### src/hdl/pssj_defines.vh
// Constants for the preset speed and jog selector
`ifndef PSSJ_DEFINES_VH
`define PSSJ_DEFINES_VH
`define PSSJ_FREQ_W        16
`define PSSJ_NOT_SELECTED  16'h270F
`define PSSJ_FREQ_MAX      16'h0FA0
`define PSSJ_JOG_FREQ_RST  16'h0032
`define PSSJ_JOG_RAMP_RST  16'h0005
`define PSSJ_REF_FREQ_RST  16'h0258
`define PSSJ_HIGH_RST      16'h01F4
`define PSSJ_MID_RST       16'h012C
`define PSSJ_LOW_RST       16'h0064
`define PSSJ_FN_LOW        4'h0
`define PSSJ_FN_MID        4'h1
`define PSSJ_FN_HIGH       4'h2
`define PSSJ_FN_EXT        4'h8
`define PSSJ_MODE_EXT      4'h3
`define PSSJ_MODE_COMB     4'h4
`define PSSJ_RAMP_MAX_C    16'h8CA0
`define PSSJ_RAMP_MAX_F    16'h8CA0
`define PSSJ_SRC_NONE      3'h0
`define PSSJ_SRC_JOG       3'h1
`define PSSJ_SRC_PRESET    3'h2
`define PSSJ_SRC_AIN4      3'h3
`define PSSJ_SRC_AIN2      3'h4
`endif

### src/hdl/pssj_selector.v
// Preset speed, jog and analog frequency command selector
`timescale 1ns/10ps
`include "pssj_defines.vh"

// Operation
// High, middle or low select alone runs presets 1, 2 or 3.
// Several single selects together: the lowest-ranked active one wins.
// Select combinations with extension decode speeds 4 to 15.
// After reset speeds 4 to 15 hold not-selected.
// Speed 8 not selected and extension alone: run the low preset.
// Terminal function code 8 makes the extension select.
// Codes 0, 1, 2 route a terminal to low, middle, high select.
// Priority: jog, preset, analog terminal 4, analog terminal 2.
// Presets act only in external or combined mode (3 or 4).
// Remote function select nonzero disables preset selection.
// Jog frequency defaults to 5 Hz, range 0 to 400 Hz.
// Jog ramp defaults to 0.5 s, referenced to 60 Hz.
// Increment 0: up to 3600 s by 0.1 s; 1: 360 s by 0.01 s.
// One jog ramp time serves acceleration and deceleration.
// External jog starts and stops on forward or reverse start.
// Panel jog runs only while the panel start key is held.
// S-pattern A: jog ramp referenced to base frequency.
// Operator should set jog frequency at or above starting frequency.
// During jog the second ramp select is ignored.
// Mode 4: panel keys run jog; mode 3: panel jog disabled.
// Compensation 1 adds analog input to preset frequency.
// A speed 4 to 15 preset of 9999 is not selected.
// Without jog or preset, pass the analog command through.
module pssj_selector #(
  parameter NTERM = 12,
  parameter FW    = 16
) (
  input  wire              clk_i,
  input  wire              reset_i,
  input  wire [NTERM-1:0]  terminal_i,
  input  wire [4*NTERM-1:0] terminal_function_assign_i,
  input  wire              jog_select_i,
  input  wire              forward_start_i,
  input  wire              reverse_start_i,
  input  wire              second_ramp_select_i,
  input  wire              panel_jog_mode_i,
  input  wire              panel_forward_key_i,
  input  wire              panel_reverse_key_i,
  input  wire [3:0]        operation_mode_select_i,
  input  wire [3:0]        remote_function_select_i,
  input  wire              compensation_select_i,
  input  wire [1:0]        ramp_pattern_select_i,
  input  wire              time_increment_select_i,
  input  wire              preset_write_i,
  input  wire [3:0]        preset_index_i,
  input  wire [FW-1:0]     preset_data_i,
  input  wire              jog_freq_write_i,
  input  wire              jog_ramp_write_i,
  input  wire [FW-1:0]     param_data_i,
  input  wire [FW-1:0]     base_frequency_i,
  input  wire [FW-1:0]     ramp_reference_frequency_i,
  input  wire              ain4_valid_i,
  input  wire [FW-1:0]     ain4_freq_i,
  input  wire              ain2_valid_i,
  input  wire [FW-1:0]     ain2_freq_i,
  input  wire [FW-1:0]     compensation_i,
  output reg  [FW-1:0]     freq_command_o,
  output reg  [2:0]        freq_source_o,
  output reg               run_o,
  output reg               reverse_o,
  output reg  [FW-1:0]     ramp_time_o,
  output reg  [FW-1:0]     ramp_ref_freq_o,
  output reg               ramp_fine_o,
  output reg               second_ramp_o,
  output reg  [3:0]        speed_index_o
);

// ----------------------------------------------------------------
// Pin synchronisers
// ----------------------------------------------------------------
  localparam NS = NTERM + 6;
  wire [NS-1:0] raw = {terminal_i, jog_select_i, forward_start_i,
                       reverse_start_i, panel_forward_key_i,
                       panel_reverse_key_i, second_ramp_select_i};
  reg  [NS-1:0] sync_a;
  reg  [NS-1:0] sync_b;
  always @(posedge clk_i or posedge reset_i) begin
    if (reset_i) begin
      sync_a <= {NS{1'b0}};
      sync_b <= {NS{1'b0}};
    end else begin
      sync_a <= raw;
      sync_b <= sync_a;
    end
  end
  wire [NTERM-1:0] term_s = sync_b[NS-1:6];
  wire jog_s = sync_b[5];
  wire fwd_s = sync_b[4];
  wire rev_s = sync_b[3];
  wire pfwd_s = sync_b[2];
  wire prev_s = sync_b[1];
  wire rt_s = sync_b[0];

// ----------------------------------------------------------------
// Terminal routing
// ----------------------------------------------------------------
  function route;
    input [NTERM-1:0]   t;
    input [4*NTERM-1:0] fa;
    input [3:0]         code;
    integer k;
    begin
      route = 1'b0;
      for (k = 0; k < NTERM; k = k + 1) begin
        if (t[k] && fa[4*k +: 4] == code)
          route = 1'b1;
      end
    end
  endfunction

  wire low_speed_select = route(term_s, terminal_function_assign_i,
                                `PSSJ_FN_LOW);
  wire mid_speed_select = route(term_s, terminal_function_assign_i,
                                `PSSJ_FN_MID);
  wire high_speed_select = route(term_s, terminal_function_assign_i,
                                 `PSSJ_FN_HIGH);
  wire extended_speed_select = route(term_s, terminal_function_assign_i,
                                     `PSSJ_FN_EXT);

// ----------------------------------------------------------------
// Preset storage
// ----------------------------------------------------------------
  // Out-of-range writes are dropped so the old value stays
  function fits;
    input [FW-1:0] value;
    input [FW-1:0] limit;
    begin
      fits = value <= limit;
    end
  endfunction

  // Index 1..3 are high, mid, low; 4..15 the extended speeds
  reg [FW-1:0] preset [1:15];
  integer i;
  always @(posedge clk_i or posedge reset_i) begin
    if (reset_i) begin
      preset[1] <= `PSSJ_HIGH_RST;
      preset[2] <= `PSSJ_MID_RST;
      preset[3] <= `PSSJ_LOW_RST;
      for (i = 4; i < 16; i = i + 1)
        preset[i] <= `PSSJ_NOT_SELECTED;
    end else begin
      if (preset_write_i && preset_index_i != 4'h0 &&
          (fits(preset_data_i, `PSSJ_FREQ_MAX) ||
           (preset_index_i >= 4'h4 &&
            preset_data_i == `PSSJ_NOT_SELECTED)))
        preset[preset_index_i] <= preset_data_i;
    end
  end

// ----------------------------------------------------------------
// Jog parameters
// ----------------------------------------------------------------
  reg [FW-1:0] jog_frequency;
  reg [FW-1:0] jog_ramp_time;
  always @(posedge clk_i or posedge reset_i) begin
    if (reset_i) begin
      jog_frequency <= `PSSJ_JOG_FREQ_RST;
      jog_ramp_time <= `PSSJ_JOG_RAMP_RST;
    end else begin
      if (jog_freq_write_i && fits(param_data_i, `PSSJ_FREQ_MAX))
        jog_frequency <= param_data_i;
      // Both increments top out at the same count, so one limit serves
      if (jog_ramp_write_i && fits(param_data_i, `PSSJ_RAMP_MAX_C))
        jog_ramp_time <= param_data_i;
    end
  end

// ----------------------------------------------------------------
// Speed decode
// ----------------------------------------------------------------
  reg [3:0] next_speed;
  reg       next_preset_valid;
  reg [FW-1:0] next_preset_freq;
  always @* begin
    next_speed = 4'h0;
    next_preset_valid = 1'b0;
    next_preset_freq = {FW{1'b0}};
    if (!extended_speed_select) begin
      if (low_speed_select && !mid_speed_select && !high_speed_select)
        next_speed = 4'h3;
      else if (mid_speed_select && !low_speed_select &&
               !high_speed_select)
        next_speed = 4'h2;
      else if (high_speed_select && !low_speed_select &&
               !mid_speed_select)
        next_speed = 4'h1;
      // Pairs give 4 to 6 and all three give 7, so none collide
      else if (low_speed_select || mid_speed_select)
        next_speed = {2'b01, high_speed_select && mid_speed_select,
                      high_speed_select && low_speed_select};
    end else begin
      next_speed = {1'b1, low_speed_select, mid_speed_select,
                    high_speed_select};
    end
    if (next_speed >= 4'h1 && next_speed <= 4'h3) begin
      next_preset_valid = 1'b1;
      next_preset_freq = preset[next_speed];
    end else if (next_speed >= 4'h4) begin
      if (preset[next_speed] != `PSSJ_NOT_SELECTED) begin
        next_preset_valid = 1'b1;
        next_preset_freq = preset[next_speed];
      end else if (next_speed == 4'h8) begin
        next_preset_valid = 1'b1;
        next_preset_freq = preset[3];
      end else if (next_speed <= 4'h7) begin
        // Two or three singles fall back to the lowest active one
        next_preset_valid = 1'b1;
        next_preset_freq = low_speed_select ? preset[3] : preset[2];
      end
    end
  end

// ----------------------------------------------------------------
// Command arbitration
// ----------------------------------------------------------------
  wire ext_mode = operation_mode_select_i == `PSSJ_MODE_EXT ||
                  operation_mode_select_i == `PSSJ_MODE_COMB;
  wire preset_on = ext_mode && remote_function_select_i == 4'h0 &&
                   next_preset_valid;
  wire ext_jog = jog_s && (fwd_s || rev_s);
  wire panel_jog = panel_jog_mode_i &&
                   operation_mode_select_i == `PSSJ_MODE_COMB &&
                   (pfwd_s || prev_s);
  wire jog_on = ext_jog || panel_jog;
  wire [FW:0] comp_sum = {1'b0, next_preset_freq} +
                         {1'b0, compensation_i};
  wire [FW-1:0] comp_freq = comp_sum[FW] ? {FW{1'b1}} : comp_sum[FW-1:0];
  wire ext_run = fwd_s || rev_s;
  wire ext_reverse = rev_s && !fwd_s;

  reg [FW-1:0] next_freq;
  reg [2:0]    next_source;
  reg          next_run;
  reg          next_reverse;
  reg [3:0]    next_index;
  always @* begin
    next_freq = {FW{1'b0}};
    next_source = `PSSJ_SRC_NONE;
    next_run = 1'b0;
    next_reverse = 1'b0;
    next_index = 4'h0;
    // Jog overrides everything below it
    if (jog_on) begin
      next_freq = jog_frequency;
      next_source = `PSSJ_SRC_JOG;
      next_run = 1'b1;
      next_reverse = ext_jog ? ext_reverse : (prev_s && !pfwd_s);
    end else if (preset_on) begin
      next_freq = compensation_select_i ? comp_freq
                                        : next_preset_freq;
      next_source = `PSSJ_SRC_PRESET;
      next_run = ext_run;
      next_reverse = ext_reverse;
      next_index = next_speed;
    end else if (ain4_valid_i) begin
      next_freq = ain4_freq_i;
      next_source = `PSSJ_SRC_AIN4;
      next_run = ext_run;
      next_reverse = ext_reverse;
    end else if (ain2_valid_i) begin
      next_freq = ain2_freq_i;
      next_source = `PSSJ_SRC_AIN2;
      next_run = ext_run;
      next_reverse = ext_reverse;
    end
  end

// ----------------------------------------------------------------
// Command registers
// ----------------------------------------------------------------
  always @(posedge clk_i or posedge reset_i) begin
    if (reset_i) begin
      freq_command_o <= {FW{1'b0}};
      freq_source_o <= `PSSJ_SRC_NONE;
      run_o <= 1'b0;
      reverse_o <= 1'b0;
      speed_index_o <= 4'h0;
    end else begin
      freq_command_o <= next_freq;
      freq_source_o <= next_source;
      run_o <= next_run;
      reverse_o <= next_reverse;
      speed_index_o <= next_index;
    end
  end

// ----------------------------------------------------------------
// Ramp settings
// ----------------------------------------------------------------
  // Masked during jog so a jog always keeps its own ramp time
  always @(posedge clk_i or posedge reset_i) begin
    if (reset_i) begin
      ramp_time_o <= `PSSJ_JOG_RAMP_RST;
      ramp_ref_freq_o <= `PSSJ_REF_FREQ_RST;
      ramp_fine_o <= 1'b0;
      second_ramp_o <= 1'b0;
    end else begin
      // One ramp value for both directions; base frequency for S-A
      ramp_time_o <= jog_ramp_time;
      ramp_fine_o <= time_increment_select_i;
      ramp_ref_freq_o <= (ramp_pattern_select_i == 2'h1) ?
                         base_frequency_i :
                         ramp_reference_frequency_i;
      second_ramp_o <= rt_s && !jog_on;
    end
  end
endmodule

### config.mk
export PLATFORM = sky130hd
export DESIGN_NAME = pssj_selector
export DESIGN_NICKNAME = d
export VERILOG_FILES = /design/src/hdl/pssj_selector.v
export VERILOG_INCLUDE_DIRS = /design/src /design/src/hdl
export SDC_FILE = /design/constraint.sdc
export NUM_CORES = 1
export LEC_CHECK = 0
export ABC_AREA = 1
export ABC_CLOCK_PERIOD_IN_PS = 22900
export BUFFER_PORTS_ARGS = -buffer_cell sky130_fd_sc_hd__buf_4
export CAP_MARGIN = 40
export CORE_ASPECT_RATIO = 0.8
export CORE_UTILIZATION = 50
export DETAILED_ROUTE_END_ITERATION = 6
export PLACE_DENSITY_LB_ADDON = 0.15
export SYNTH_ARGS = -nofsm -noshare
export SYNTH_HDL_FRONTEND = slang
export SYNTH_SLANG_ARGS = --single-unit
### constraint.sdc
create_clock -name clk_i -period 22.9 [get_ports clk_i]
set_input_delay 1.145 -clock clk_i [delete_from_list [all_inputs] [get_ports clk_i]]
set_output_delay 1.145 -clock clk_i [all_outputs]
set_load 0.05 [all_outputs]
==> impl_metrics.ini, run 1 <==
[sta]
max_slew.worst_pin.slew_ns = 1.02
rsz0062_at_grt = no
drv_slew = 0
period_minus_slack_ns = 8.53
fmax_mhz = 117
clock_skew_ns = 0.0225
setup-violations-final = 0
holdWs_ns = 0.347
maxSlewHeadroom_pct = 32.1
hold_violations = 0
setup_tns_ns = 0
timing.final.crit_share_pct = 37.2

[cts]
cts.sinks = 367
cts-root-buf = clkbuf_16
cts_max_path_buffers = 3
ctsHoldBuffers = 0
clock_latency_ns = 0.55
cts_tree = done
cts_resized = 0
clk_pin_slew_ns = 0.06
cts_buffers = 39
cts_setup_buffers = 0
cts.htree.levels = 2

[critical_path]
required_ns = 23.38
arrival_ns = 9.00
startpoint_type = primary input
cp_common_cell = nand2_1
critPathBufInv = 8
rrSetupSlack_ns = 14.63
path_class = primary input to register
critPathCaptureType = register
cp_max_fo = 62
slowest_stage = buf_4
path_depth = 45
max_stage_delay_ns = 0.70
critPathTopFamily = simple AND/OR/NAND/NOR gates
r2r_cells = 45

[die]
start_util_pct = 51.0
core-area_um2 = 36000
die-area_um2 = 37500
ios = 261
die_y_um = 173
die_w_um = 216
placementRows = 62

[pwr]
p_total_mw = 1.84
power.switching_mw = 0.605
p_int_mw = 1.24
p_per_area_nw_per_um2 = 83.6
sequentialPowerShare_pct = 39.2
sw_frac_of_total_pct = 32.9
p_leak_nw = 11.0
combPwrFrac_pct = 25.6
power_frac_clock_pct = 35.2
peakVddDrop_mv = 0.0606

[finish]
nNetsFinal = 2758
final_cell_area_um2 = 22000
area_delta_synth_final_pct = 19.9
drive_gt1_share_pct = 20.2

[grt]
grt_usage_pct = 29.5
grt_pass1_wl_um = 87200
grt_pass1_vias = 15700
grt_max_degree = 180
antenna_found_initial = 2
overflow = 0

[status]
status = completed

[synthesis]
syn_area_um2 = 18400
synth_cells = 2336
synth_seq_cells = 367
yosysWarnings = 0
synth_top_area_share_pct = 33.7
synthDistinctLibCells = 46
async_reset_ff_share_pct = 100
ys_top_cells_by_count = nand2_1 (701), nand3_1 (264), inv_1 (251)
synth.most_common_cell = nand2_1
netlist_top_cells_area = dfrtp_1 (34%), dfstp_2 (17%), nand2_1 (14%)
yosysTopAreaCell = dfrtp_1
synth_edf_count = 0
synth_seq_area_share_pct = 50.9
synth_nets = 2555
syn_avg_cell_area_um2 = 7.86
synth-main-ff-cell = dfrtp_1

[place]
gp_congestion = 0.972
dpl_cell_area_um2 = 20700
dp_hpwl_um = 38500
port_buffers = 260

[routing]
post_drt_wl_per_cell_um = 18.0
drtIter0Drc = 1683
postRouteAntennaNets = 0
vias_per_cell = 5.41
drc_errors = 0
wirelength_um = 55000
drt_first_pass_iters = 6
vias = 16500

[hold_path]
hold_depth = 0
worst_hold_path_type = register to register

[flow_run]
cap_violations = 0
per-stage QoR:
step                setup WS [ns]  util (%)  instances
floorplan                   11.76         -       2336
global placement            14.26      57.0       2965
detailed placement          14.06      57.5       2978
CTS                         14.60      61.1       3049
global route                13.78      61.1       3049
finish                      14.37      61.2       3051
registers in the layout (all words and copies together) (netlist names):
| name | count |
|---|---|
| freq_command_o | 16 |
| freq_source_o | 3 |
| jog_frequency | 16 |
| jog_ramp_time | 16 |
| preset | 240 |
| ramp_fine_o | 1 |
| ramp_ref_freq_o | 16 |
| ramp_time_o | 16 |
| reverse_o | 1 |
| run_o | 1 |
| second_ramp_o | 1 |
| speed_index_o | 4 |
| sync_a | 18 |
| sync_b | 18 |
kinds of logic (layout without fill, tap and decap cells):
group | count (synthesis) | count (layout) | synth area share (%)
AND/OR/NAND/NOR | 1207 | 1207 | 28.3
buffers and inverters | 388 | 621 | 8.47
flip-flops | 367 | 367 | 50.9
AO/OA/AOI/OAI | 327 | 327 | 9.49
multiplexers | 19 | 19 | 1.17
adder cells (fa/ha/maj) | 17 | 17 | 1.20
XOR/XNOR | 11 | 11 | 0.525
other | 0 | 2 | 0
path summary, 6_finish.rpt:
kind / startpoint / to
max in group asynchronous: reset_i / jog_frequency[11]$_DFFE_PP0P_
min reg2reg: sync_a[12]$_DFF_PP0_ / sync_b[12]$_DFF_PP0_
max: terminal_function_assign_i[9] / freq_command_o[15]$_DFF_PP0_
max reg2reg: sync_b[8]$_DFF_PP0_ / freq_command_o[15]$_DFF_PP0_
min: sync_a[12]$_DFF_PP0_ / sync_b[12]$_DFF_PP0_
min in group asynchronous: reset_i / preset[118]$_DFFE_PP0P_
layer usage:
metal | GRT usage, % | vias up | wire, µm | part of all wire (%)
li1 | - | 7880 | - | -
met1 | 45.0 | 7922 | 25800 | 47
met2 | 43.2 | 629 | 23800 | 43
met3 | 5.60 | 82 | 4330 | 7.9
met4 | 6.87 | 0 | 1130 | 2.0
met5 | 0 | - | 0 | 0
power by group through the flow:
stage               clock (mW)  combinational, mW  sequential, mW
finish                   0.648              0.470           0.722
global route             0.684              0.513           0.726
CTS                      0.658              0.464           0.721
detailed placement           0              0.462           0.732
global placement             0              0.454           0.730
floorplan                    0              0.277           0.766
area by class of cell:
cell class                 count  area [µm²]
tap                          480         601
clock buffer                  60        1150
timing repair buffer         289        2280
multi-input combinational   1581        7490
antenna                        2        5.00
sequential                   367        9330
clock inverter                11         159
inverter                     261         988
fill                        3247       14000
cell usage in the layout (no fill, tap or decap), types with 3 or more instances in the layout:
master	Yosys	layout
a31oi_1	5	4
mux2_2	19	19
clkbuf_16	0	39
o21ai_1	8	8
inv_1	251	250
nor2_2	3	3
nor2_1	143	143
nor4_1	4	4
dfrtp_1	247	247
nor3_1	8	7
xor2_1	5	5
a22o_1	14	14
clkbuf_1	84	11
nand4_1	28	28
clkinv_1	3	3
dfstp_2	120	120
clkbuf_8	0	10
buf_8	0	8
clkinv_2	1	5
buf_4	2	277
xnor2_1	6	6
nand2_1	701	701
nand3_1	264	264
nand3b_1	40	40
ha_1	16	16
nand3_2	4	3
bufinv_16	0	3
a21oi_1	49	49
o21ai_0	239	239
inv_2	6	6
nor2_4	3	3
No activity file was read; power rests on OpenSTA's default activity.
==> inputs of run 2 (changes only) <==
--- a/config.mk
+++ b/config.mk
@@ -7,7 +7,7 @@
 export NUM_CORES = 1
 export LEC_CHECK = 0
 export ABC_AREA = 1
-export ABC_CLOCK_PERIOD_IN_PS = 22900
+export ABC_CLOCK_PERIOD_IN_PS = 8730
 export BUFFER_PORTS_ARGS = -buffer_cell sky130_fd_sc_hd__buf_4
 export CAP_MARGIN = 40
 export CORE_ASPECT_RATIO = 0.8
==> constraint.sdc (replaced) <==
create_clock -name clk_i -period 8.73 [get_ports clk_i]
set_input_delay 0.4365 -clock clk_i [delete_from_list [all_inputs] [get_ports clk_i]]
set_output_delay 0.4365 -clock clk_i [all_outputs]
set_load 0.05 [all_outputs]
==> impl_metrics.ini, run 2 (synthesized netlist as in run 1, its figures left out) <==
[status]
status = completed

[routing]
wirelength_um = 55900
vias = 16600
drt-met1-wl_um = 25600
drtIter0Drc = 1539
vias_per_cell = 5.41
post_drt_wl_per_cell_um = 18.2
postRouteAntennaNets = 0
wl_met3_um = 4980
met2_wirelength_um = 24200
drt_first_pass_iters = 6
drc_errors = 0
top_layer_used = met4

[die]
placementRows = 62
die_w_um = 216
die_y_um = 173
core-area_um2 = 36000
start_util_pct = 51.0
ios = 261
die-area_um2 = 37500

[cts]
cts.sinks = 367
cts_setup_buffers = 0
clk_pin_slew_ns = 0.07
cts.htree.levels = 2
clock_latency_ns = 0.56
cts-root-buf = clkbuf_16
cts_max_path_buffers = 3
cts_tree = done
cts_buffers = 39

[hold_path]
min_to = sync_a[16]$_DFF_PP0_
hp-start = terminal_i[10]
hold_depth = 1
worst_hold_path_type = primary input to register

[critical_path]
path_class = register to register
startpoint_type = register
r2r-end = freq_command_o[15]$_DFF_PP0_
arrival_ns = 7.75
reg2reg_from = sync_b[9]$_DFF_PP0_
cp_max_fo = 45
slowest_stage = buf_4
required_ns = 9.23
max_stage_delay_ns = 0.63
rrSetupSlack_ns = 1.48
cp_common_cell = nand2_1
r2r_cells = 45
critPathCaptureType = register

[sta]
max_slew.worst_pin.slew_ns = 0.869
hold_violations = 0
setup_tns_ns = 0
finalWorstSetupSlack_ns = 1.48
timing.final.crit_share_pct = 83.1
maxSlewHeadroom_pct = 42.1
drv_slew = 0
fmax_mhz = 138
rsz0062_at_grt = no
period_minus_slack_ns = 7.25
setup-violations-final = 0
clock_skew_ns = 0.0299

[pwr]
p_total_mw = 4.77
p_per_area_nw_per_um2 = 215
p_leak_nw = 11.1
peakVddDrop_mv = 0.172

[finish]
nNetsFinal = 2777
final_common_cell = nand2_1
area_delta_synth_final_pct = 20.8
drive_gt1_share_pct = 20.0
most-common-layout-cells = nand2_1 (701), buf_4 (279), nand3_1 (264)
largest_reg_flops = 240
finish.utilization_pct = 61.6
top_regs = preset (240), sync_a (18), sync_b (18)
regMostFlops = preset

[place]
port_buffers = 260
dp_hpwl_um = 39100
place_ws_ns = 1.47
gp_congestion = 0.952

[grt]
antenna_found_initial = 2
grt_pass1_vias = 15600
grt_max_degree = 159
overflow = 0
grt_usage_pct = 29.7
grt_pass1_wl_um = 87300

[flow_run]
cap_violations = 0
==> run 2: cell types whose count changed in the layout (fill, tap and decap cells not counted), sizes merged <==
cell / previous run / this run
clkinv: 11 / 7
clkinvlp: 1 / 2
clkbuf: 60 / 64
buf: 289 / 292
diode: 2 / 1
dlygate4sd3: 0 / 16
bufinv: 3 / 1
inv: 257 / 258
==> run 2: report_power, final <==
group / internal [mW] / switching, mW / leakage (nW) / total, mW
Combinational: 0.405 / 0.847 / 6.15 / 1.25
Clock: 0.941 / 0.684 / 0.605 / 1.63
Sequential: 1.84 / 0.0535 / 4.34 / 1.89
==> run 2: how the worst max path moves through the flow <==
stage	to	slack [ns]	cells after the start	startpoint
after floorplan	freq_command_o[0]$_DFF_PP0_	3.47	1	reset_i
after global placement	freq_command_o[15]$_DFF_PP0_	1.47	42	terminal_function_assign_i[20]
after detailed placement	freq_command_o[15]$_DFF_PP0_	1.47	46	terminal_function_assign_i[3]
after CTS	freq_command_o[15]$_DFF_PP0_	1.59	45	sync_b[9]$_DFF_PP0_
after global routing	freq_command_o[15]$_DFF_PP0_	0.78	43	sync_b[9]$_DFF_PP0_
final	freq_command_o[15]$_DFF_PP0_	1.48	45	sync_b[9]$_DFF_PP0_
==> run 2: worst max-delay path: cells and delay by family, from the launching register on <==
| family | cells | cell delay [ns] |
|---|---|---|
| buffers and inverters | 8 | 1.57 |
| AOI/OAI and AO/OA | 5 | 0.73 |
| and+or+nand+nor | 30 | 3.90 |
| DFF | 1 | 0.38 |
| adders and majority gates | 2 | 0.54 |
==> run 2: stage by stage <==
step	hold WS (ns)	cell area (µm²)	cells
final	0.0167	22200	3069
after global routing	0.000966	22200	3069
after CTS	0.0000311	22100	3064
after detailed placement	0.335	20800	2981
after floorplan	0.331	18400	2336
after global placement	0.331	20500	2969
==> run 2: area by class of cell <==
| cell class | instances | area [µm²] |
|---|---|---|
| diodes | 1 | 2.50 |
| clock buffers | 64 | 1160 |
| clock inverters | 7 | 81.3 |
| fillers | 3296 | 13800 |
| inverters | 261 | 985 |
| multi-input cells | 1581 | 7490 |
| flip-flops and latches | 367 | 9330 |
| well taps | 480 | 601 |
| repair buffers | 308 | 2520 |
==> run 2: layer usage <==
layer	vias to the layer above	track usage [%]
li1	7928	-
met1	7882	45.1
met2	709	43.2
met3	78	5.70
met4	0	7.83
met5	-	0
==> run 2: timing repair <==
item                                   in CTS  in global routing
hold buffers                               12                  4
endpoints found under the hold margin      12                  4
resized for setup                           0                  0
